## src/hdl/mlsc_pkg.sv

```systemverilog
package mlsc_pkg;

    localparam int          LANES           = 4;
    localparam int          REG_COUNT       = 25;
    localparam int          REG_BITS        = 32;
    localparam int          SYNC_STAGES     = 2;
    localparam int          INSTR_BITS      = 8;

    // Instruction byte layout
    localparam int          INSTR_RW_POS    = 7;
    localparam int          INSTR_ADDR_MSB  = 4;

    // Channel select register layout and reset
    localparam logic [4:0]  CSR_ADDR        = 5'h00;
    localparam int          CSR_LSB_POS     = 0;
    localparam int          CSR_MODE_LSB    = 1;
    localparam int          CSR_CHEN_LSB    = 4;
    localparam logic [31:0] CSR_RESET       = 32'h0000_00f0;

    // Other registers with a known reset value
    localparam logic [4:0]  FR1_ADDR        = 5'h01;
    localparam logic [4:0]  CFR_ADDR        = 5'h03;
    localparam logic [31:0] CFR_RESET       = 32'h0000_0302;

    // Lane modes, as coded in the lane mode field
    typedef enum logic [1:0] {
        MODE_2WIRE = 2'b00,
        MODE_3WIRE = 2'b01,
        MODE_DUAL  = 2'b10,
        MODE_QUAD  = 2'b11
    } mlsc_lane_mode_t;

    typedef enum logic [1:0] {
        PH_INSTR,
        PH_WRITE,
        PH_READ
    } mlsc_phase_t;

    typedef struct packed {
        logic lane1_en;
        logic lane1_level;
        logic lane2_en;
        logic lane2_level;
    } mlsc_ramp_t;

    typedef struct packed {
        logic       valid;
        logic [4:0] addr;
        logic [1:0] byte_idx;
        logic [7:0] data;
    } mlsc_wr_event_t;

    // Byte width of each register address; unmapped addresses take one byte
    function automatic logic [2:0] mlsc_reg_bytes(input logic [4:0] addr);
        logic [2:0] w;
        w = 3'h1;
        if (addr == 5'h00) begin
            w = 3'h1;
        end else if (addr == 5'h01 || addr == 5'h03 || addr == 5'h06) begin
            w = 3'h3;
        end else if (addr == 5'h02 || addr == 5'h05 || addr == 5'h07) begin
            w = 3'h2;
        end else if (addr <= 5'h18) begin
            w = 3'h4;
        end
        return w;
    endfunction

endpackage

```

## src/hdl/mlsc_sync.sv

```systemverilog
`timescale 1ns/10ps
module mlsc_sync #(
    parameter int                 WIDTH       = 1,
    parameter logic [WIDTH-1:0]   RESET_VALUE = '0
) (
    input  wire logic             i_clock,
    input  wire logic             i_rstn,
    input  wire logic [WIDTH-1:0] i_async,
    output logic      [WIDTH-1:0] o_sync
);

    if (WIDTH < 1) begin : g_check
        $error("mlsc_sync width must be at least one");
    end

    typedef struct packed {
        logic [WIDTH-1:0] meta;
        logic [WIDTH-1:0] stable;
    } mlsc_sync_state_t;

    mlsc_sync_state_t s_q;
    mlsc_sync_state_t s_d;

    // Only the second stage is visible outside
    always_comb begin
        s_d        = s_q;
        s_d.meta   = i_async;
        s_d.stable = s_q.meta;
    end

    always_ff @(posedge i_clock or negedge i_rstn) begin
        if (!i_rstn) begin
            s_q <= {RESET_VALUE, RESET_VALUE};
        end else begin
            s_q <= s_d;
        end
    end

    assign o_sync = s_q.stable;

endmodule // mlsc_sync

```

## src/hdl/mlsc_port.sv

```systemverilog
`timescale 1ns/10ps
module mlsc_port #(
    parameter int REG_COUNT = mlsc_pkg::REG_COUNT
) (
    input  wire logic                     i_clock,
    input  wire logic                     i_rstn,
    input  wire logic                     i_sclk,
    input  wire logic                     i_port_select_n,
    input  wire logic [3:0]               i_lane,
    output logic      [3:0]               o_lane,
    output logic      [3:0]               o_lane_oe_n,
    output mlsc_pkg::mlsc_lane_mode_t     o_lane_mode_field,
    output logic                          o_lsb_first_bit,
    output logic      [3:0]               o_channel_enable,
    output logic      [23:0]              o_function_reg_one,
    output mlsc_pkg::mlsc_ramp_t          o_amplitude_ramp_ctrl,
    output mlsc_pkg::mlsc_wr_event_t      o_wr_event,
    output logic                          o_resync_abort,
    output logic                          o_cycle_active
);

    if (REG_COUNT < 4 || REG_COUNT > mlsc_pkg::REG_COUNT) begin : g_check
        $error("mlsc_port register count out of range");
    end

    localparam logic [5:0] SYNC_RESET = 6'b000010;

    typedef struct packed {
        logic                           sclk_prev;
        mlsc_pkg::mlsc_phase_t          phase;
        logic [5:0]                     cnt;
        logic [4:0]                     addr;
        logic [31:0]                    shift;
        logic                           launched;
        logic [3:0]                     lane_out;
        logic [3:0]                     lane_oe_n;
        logic                           resync;
        mlsc_pkg::mlsc_ramp_t           ramp;
        mlsc_pkg::mlsc_wr_event_t       wr;
        logic [REG_COUNT-1:0][31:0]     regs;
    } mlsc_port_state_t;

    mlsc_port_state_t s_q;
    mlsc_port_state_t s_d;

    logic [5:0] pins_sync;

    // Every pin crosses from the host's timing into ours
    mlsc_sync #(
        .WIDTH       (6),
        .RESET_VALUE (SYNC_RESET)
    ) u_pin_sync (
        .i_clock (i_clock),
        .i_rstn  (i_rstn),
        .i_async ({i_lane, i_port_select_n, i_sclk}),
        .o_sync  (pins_sync)
    );

    logic                       sclk;
    logic                       sel_n;
    logic [3:0]                 lanes;
    logic                       rise;
    logic                       fall;
    mlsc_pkg::mlsc_lane_mode_t  mode;
    logic                       lsb;
    logic [2:0]                 bpc;
    logic [5:0]                 nbits;
    logic [5:0]                 base;
    logic [5:0]                 cnt_next;
    logic                       last;
    logic                       resync_now;
    logic [3:0]                 drive_mask;
    logic [31:0]                rd_word;
    logic                       addr_ok;
    logic [1:0]                 byte_idx;

    always_comb begin
        sclk  = pins_sync[0];
        sel_n = pins_sync[1];
        lanes = pins_sync[5:2];
        // Edges come from the sampled clock, so a stall simply yields no edge
        rise  = sclk & ~s_q.sclk_prev;
        fall  = ~sclk & s_q.sclk_prev;
        mode  = mlsc_pkg::mlsc_lane_mode_t'(s_q.regs[0][mlsc_pkg::CSR_MODE_LSB +: 2]);
        lsb   = s_q.regs[0][mlsc_pkg::CSR_LSB_POS];
    end

    // Bits per clock and lanes driven while reading
    always_comb begin
        bpc        = 3'h1;
        drive_mask = 4'h1;
        case (mode)
            mlsc_pkg::MODE_2WIRE: begin
                bpc        = 3'h1;
                drive_mask = 4'h1;
            end
            mlsc_pkg::MODE_3WIRE: begin
                bpc        = 3'h1;
                drive_mask = 4'h4;
            end
            mlsc_pkg::MODE_DUAL: begin
                bpc        = 3'h2;
                drive_mask = 4'h3;
            end
            mlsc_pkg::MODE_QUAD: begin
                bpc        = 3'h4;
                drive_mask = 4'hf;
            end
            default: begin
                bpc        = 3'h1;
                drive_mask = 4'h1;
            end
        endcase
    end

    always_comb begin
        addr_ok = (s_q.addr < 5'(REG_COUNT));
        rd_word = addr_ok ? s_q.regs[s_q.addr] : 32'h0000_0000;
        if (s_q.phase == mlsc_pkg::PH_INSTR) begin
            nbits = 6'(mlsc_pkg::INSTR_BITS);
        end else begin
            nbits = {mlsc_pkg::mlsc_reg_bytes(s_q.addr), 3'b000};
        end
        cnt_next = 6'(s_q.cnt + {3'b000, bpc});
        last     = (cnt_next == nbits);
        // Position of lane 0's bit in the word for the current clock
        if (lsb) begin
            base = s_q.cnt;
        end else begin
            base = 6'(nbits - {3'b000, bpc} - s_q.cnt);
        end
        byte_idx   = base[4:3];
        // In quad mode lane 3 is data and must not abort
        resync_now = lanes[3] && (mode != mlsc_pkg::MODE_QUAD);
    end

    always_comb begin
        s_d           = s_q;
        s_d.sclk_prev = sclk;
        s_d.wr.valid  = 1'b0;
        s_d.resync    = resync_now;

        // Ramp inputs only exist on lanes the mode leaves free
        s_d.ramp.lane1_en    = (mode == mlsc_pkg::MODE_2WIRE) || (mode == mlsc_pkg::MODE_3WIRE);
        s_d.ramp.lane1_level = s_d.ramp.lane1_en & lanes[1];
        s_d.ramp.lane2_en    = (mode == mlsc_pkg::MODE_2WIRE) || (mode == mlsc_pkg::MODE_DUAL);
        s_d.ramp.lane2_level = s_d.ramp.lane2_en & lanes[2];

        if (resync_now) begin
            // Held in the idle state as long as the level stays high
            s_d.phase    = mlsc_pkg::PH_INSTR;
            s_d.cnt      = 6'h00;
            s_d.launched = 1'b0;
        end else if (sel_n) begin
            // Position is kept, so the cycle picks up where it left off
            s_d.launched = s_q.launched;
        end else begin
            if (rise) begin
                for (int j = 0; j < mlsc_pkg::LANES; j++) begin
                    if (j < int'(bpc)) begin
                        // Lane j always carries bit j of the group
                        s_d.shift[5'(base + 6'(j))] = lanes[j];
                    end
                end
                s_d.cnt = cnt_next;
                case (s_q.phase)
                    mlsc_pkg::PH_INSTR: begin
                        if (last) begin
                            s_d.addr     = s_d.shift[mlsc_pkg::INSTR_ADDR_MSB:0];
                            s_d.cnt      = 6'h00;
                            s_d.launched = 1'b0;
                            if (s_d.shift[mlsc_pkg::INSTR_RW_POS]) begin
                                s_d.phase = mlsc_pkg::PH_READ;
                            end else begin
                                s_d.phase = mlsc_pkg::PH_WRITE;
                            end
                        end
                    end
                    mlsc_pkg::PH_WRITE: begin
                        // Bytes commit one by one, so an abort keeps whole bytes only
                        if (cnt_next[2:0] == 3'h0) begin
                            if (addr_ok) begin
                                s_d.regs[s_q.addr][{byte_idx, 3'b000} +: 8] =
                                    s_d.shift[{byte_idx, 3'b000} +: 8];
                            end
                            s_d.wr.valid    = 1'b1;
                            s_d.wr.addr     = s_q.addr;
                            s_d.wr.byte_idx = byte_idx;
                            s_d.wr.data     = s_d.shift[{byte_idx, 3'b000} +: 8];
                        end
                        if (last) begin
                            s_d.phase = mlsc_pkg::PH_INSTR;
                            s_d.cnt   = 6'h00;
                        end
                    end
                    mlsc_pkg::PH_READ: begin
                        if (last) begin
                            s_d.phase    = mlsc_pkg::PH_INSTR;
                            s_d.cnt      = 6'h00;
                            s_d.launched = 1'b0;
                        end
                    end
                    default: begin
                        s_d.phase = mlsc_pkg::PH_INSTR;
                        s_d.cnt   = 6'h00;
                    end
                endcase
            end else if (fall && (s_q.phase == mlsc_pkg::PH_READ)) begin
                // Launch on the falling edge; the host samples at the next rise
                s_d.launched = 1'b1;
                if (mode == mlsc_pkg::MODE_3WIRE) begin
                    s_d.lane_out[2] = rd_word[5'(base)];
                end else begin
                    for (int j = 0; j < mlsc_pkg::LANES; j++) begin
                        if (j < int'(bpc)) begin
                            s_d.lane_out[j] = rd_word[5'(base + 6'(j))];
                        end
                    end
                end
            end
        end

        // Lanes are released when not reading, deselected or aborting
        if ((s_d.phase == mlsc_pkg::PH_READ) && s_d.launched && !sel_n && !resync_now) begin
            s_d.lane_oe_n = ~drive_mask;
        end else begin
            s_d.lane_oe_n = 4'hf;
        end
    end

    always_ff @(posedge i_clock or negedge i_rstn) begin
        if (!i_rstn) begin
            s_q           <= '0;
            s_q.sclk_prev <= 1'b0;
            s_q.phase     <= mlsc_pkg::PH_INSTR;
            s_q.lane_oe_n <= 4'hf;
            s_q.regs[0]   <= mlsc_pkg::CSR_RESET;
            s_q.regs[3]   <= mlsc_pkg::CFR_RESET;
        end else begin
            s_q <= s_d;
        end
    end

    assign o_lane                = s_q.lane_out;
    assign o_lane_oe_n           = s_q.lane_oe_n;
    assign o_lane_mode_field     = mlsc_pkg::mlsc_lane_mode_t'(s_q.regs[0][mlsc_pkg::CSR_MODE_LSB +: 2]);
    assign o_lsb_first_bit       = s_q.regs[0][mlsc_pkg::CSR_LSB_POS];
    assign o_channel_enable      = s_q.regs[0][mlsc_pkg::CSR_CHEN_LSB +: 4];
    assign o_function_reg_one    = s_q.regs[1][23:0];
    assign o_amplitude_ramp_ctrl = s_q.ramp;
    assign o_wr_event            = s_q.wr;
    assign o_resync_abort        = s_q.resync;
    assign o_cycle_active        = (s_q.phase != mlsc_pkg::PH_INSTR) || (s_q.cnt != 6'h00);

endmodule // mlsc_port

```

## config.mk

```make
export PLATFORM = sky130hd
export DESIGN_NAME = mlsc_port
export DESIGN_NICKNAME = d
export VERILOG_FILES = /design/src/hdl/mlsc_pkg.sv /design/src/hdl/mlsc_sync.sv /design/src/hdl/mlsc_port.sv
export SDC_FILE = /design/constraint.sdc
export NUM_CORES = 2
export LEC_CHECK = 0
export BUFFER_PORTS_ARGS = -buffer_cell sky130_fd_sc_hd__buf_2
export CAP_MARGIN = 0
export CORE_MARGIN = 10
export CORE_UTILIZATION = 40
export CTS_CLUSTER_DIAMETER = 100
export CTS_CLUSTER_SIZE = 20
export DETAILED_ROUTE_END_ITERATION = 10
export GPL_TIMING_DRIVEN = 1
export PLACE_DENSITY = 0.59
export SLEW_MARGIN = 5
export SYNTH_ARGS = -nofsm -noshare
export SYNTH_HDL_FRONTEND = slang
export SYNTH_SLANG_ARGS = --single-unit
```

## constraint.sdc

```tcl
create_clock -name i_clock -period 14.5 [get_ports i_clock]
set_input_delay 0.725 -clock i_clock [delete_from_list [all_inputs] [get_ports i_clock]]
set_output_delay 0.725 -clock i_clock [all_outputs]
set_load 0.05 [all_outputs]
```

==> impl_metrics.ini <==
[critical_path]
r2r_setup_slack_ns = 6.92
reg2reg_depth = 22
critPathKind = reg2reg
crit_fanout = 76
r2r_start = s_q[862]
endpoint_kind = register
cp.required_ns = 14.99
worstPathArrival_ns = 8.07
startpoint_type = register

[yosys]
async_flop_share_pct = 100
yosys_most_used_dff = dfrtp_1
synth_cells = 4589
synthDistinctLibCells = 100
syn_area_per_cell_um2 = 9.68
yosys_warnings = 0
yosysSeqAreaShare_pct = 50.1
synth-edff-count = 0
synth_area_um2 = 44400
syn_nets = 4627
ys_ff_latch = 888

[clock_network]
postCtsSetupBuffers = 0
clk_path_buf_depth = 3
cts_hold_buf = 0
cts.clk_slew.worst_paths_ns = 0.10
cts_resized = 0
clkSinkCount = 888
clockRootBuffer = clkbuf_16
cts_inserted_buffers = 51
htreeDepth = 2
clk-insertion-delay-late_ns = 0.69
cts_tree = yes

[timing]
relSlewSlack_pct = 17.1
finClkSkew_ns = 0.0558
timing.final.ws_setup_ns = 6.92
fmax_mhz = 132
rsz0062_at_grt = no
finalHoldViolations = 0
final_max_slew_viol_count = 0
whs_ns = 0.100
min_period_over_period_pct = 52.3
setup_viol = 0
worst_slew_pin_slew_ns = 1.24
fin_crit_ns = 7.58
fin_tns_setup_ns = 0

[floorplan]
die-area_um2 = 125000
rows = 122
die_h_um = 353
pin_count = 69
start_util_pct = 40.2
fp.dieW_um = 353
core_um2 = 111000

[finish]
final_core_util_pct = 42.5
diodes = 0
layout.nets = 4450
syn_to_final_growth_pct = 5.68
multi_input_area_um2 = 20300
drive_gt1_share_pct = 10.3
regArea_um2 = 22200
fillers = 10900

[route]
post-route-drc-count = 0
viasPerCell = 5.98
antenna_left = 0
wl_per_cell_um = 26.0
wl_um = 154000
drt_iter0_drc = 3977
num_vias = 35400
firstDrtPassIters = 8

[global_routing]
grt_max_degree = 149
grt_pass1_wl_um = 231000
antenna_found_initial = 1
grt_pass1_vias = 34000
grt_usage_pct = 24.0
overflow = 0

[power]
power_frac_seq_pct = 59.8
power_switching_uw = 982
switching_share_pct = 23.6
ir_drop_mv = 0.0837
p_leak_nw = 18.7
power.density_nw_per_um2 = 88.5
p_comb_share_pct = 3.2
internal_power_mw = 3.17
clockPowerShare_pct = 37.0

[place]
io_buffer_count = 68
place_ws_ns = 7.12
hpwl_um = 103000
gp_congestion = 0.973

[run]
drv_cap = 0

[outcome]
status = complete, no violations

[worst_hold_path]
min_path_type = in2async
==> worst max-delay path by stage <==
stage,startpoint,end,cells after the start
floorplan,s_q[862],register,26
CTS,s_q[862],register,22
finish,s_q[862],register,22
detailed placement,s_q[862],register,22
global placement,s_q[862],register,22
global route,s_q[862],register,22
==> power by group through the flow <==
stage	registers, mW	clock network [mW]	logic [mW]
2_1_floorplan	2.53	0	0.0582
3_3_place_gp	2.53	0	0.135
3_5_place_dp	2.53	0	0.136
4_1_cts	2.48	1.57	0.136
5_1_grt	2.48	1.65	0.148
6_report	2.48	1.54	0.134
==> layout make-up <==
type                            instances  share of cell area (%)
Sequential cell                       888                    47.4
Multi-Input combinational cell       3287                    43.2
Tap cell                             1488                    3.97
Clock buffer                           71                    2.97
Timing Repair Buffer                  148                    2.13
Inverter                               36                   0.298
Clock inverter                          3                  0.0800
==> logic make-up after synthesis <==
family | Yosys count | share of synthesized area [%]
AOI/OAI and AO/OA | 1281 | 17.8
xor gates and xnor gates | 20 | 0.470
adders and majority gates | 30 | 0.879
buffers and inverters | 414 | 4.60
DFF | 888 | 50.1
muxes | 392 | 11.5
and+or+nand+nor | 1564 | 14.7
==> layout by cell type, fill, tap and decap left out, types with 50 or more instances in the layout <==
master | Yosys | final
a21oi_1 | 65 | 65
buf_2 | 76 | 67
buf_4 | 64 | 76
clkbuf_16 | 0 | 53
dfrtp_1 | 875 | 870
mux2i_1 | 270 | 269
mux4_2 | 89 | 89
nand2_1 | 1080 | 1080
nand3_1 | 132 | 132
nor2_1 | 153 | 150
nor3_1 | 68 | 65
o21ai_0 | 599 | 597
o21ai_1 | 170 | 170
o22ai_1 | 87 | 87
o31ai_1 | 67 | 67
o31ai_2 | 50 | 50
==> routing by layer <==
metal	vias up	wire length, um	GRT usage, %
li1	15900	-	-
met1	17800	67000	33.6
met2	1420	67800	36.5
met3	326	11700	4.18
met4	0	7540	10.5
met5	-	0	0
==> worst max-delay path: stages (launching register included) <==
cell	delay, ns
dfrtp_4	0.47
buf_4	0.51
nand2b_1	0.36
a21oi_1	0.12
o21ai_0	0.35
nor2b_1	0.31
ha_1	0.29
inv_1	0.06
ha_1	0.25
a21oi_1	0.31
and2_1	0.26
a2111o_1	0.18
o211a_4	0.39
clkinv_4	0.49
ha_1	0.56
nand3_1	0.16
mux2_2	0.34
nor2_1	0.08
a21oi_1	0.07
o21ai_1	0.19
a32o_4	0.45
buf_4	0.82
o21ai_0	0.28
==> per-stage QoR <==
step / cell area, um^2 / std cells / power [mW]
global placement: 45500 / 5847 / 2.67
finish: 46900 / 5921 / 4.15
CTS: 46900 / 5921 / 4.19
detailed placement: 45500 / 5847 / 2.67
global route: 46900 / 5921 / 4.28
floorplan: 44400 / 4589 / 2.59
==> cells in the mapped netlist, types with 19 or more instances <==
master | number | area, um^2
and2_1 | 19 | 119
ha_1 | 28 | 350
nand2_1 | 1080 | 4050
buf_1 | 24 | 90.1
o22ai_1 | 87 | 544
nor2_1 | 153 | 574
nand3_1 | 132 | 661
o21ai_1 | 170 | 851
mux2i_1 | 270 | 2700
nor3_1 | 68 | 340
inv_1 | 29 | 109
mux4_2 | 89 | 2000
mux2_2 | 31 | 349
o211ai_1 | 19 | 143
a221oi_1 | 20 | 175
a21oi_1 | 65 | 325
a211oi_1 | 37 | 278
buf_4 | 64 | 480
clkbuf_1 | 183 | 687
o31ai_2 | 50 | 626
a22oi_1 | 30 | 225
o21ai_0 | 599 | 3000
dfrtp_1 | 875 | 21900
o31ai_1 | 67 | 503
buf_2 | 76 | 380
No activity file was read; power rests on OpenSTA's default activity.
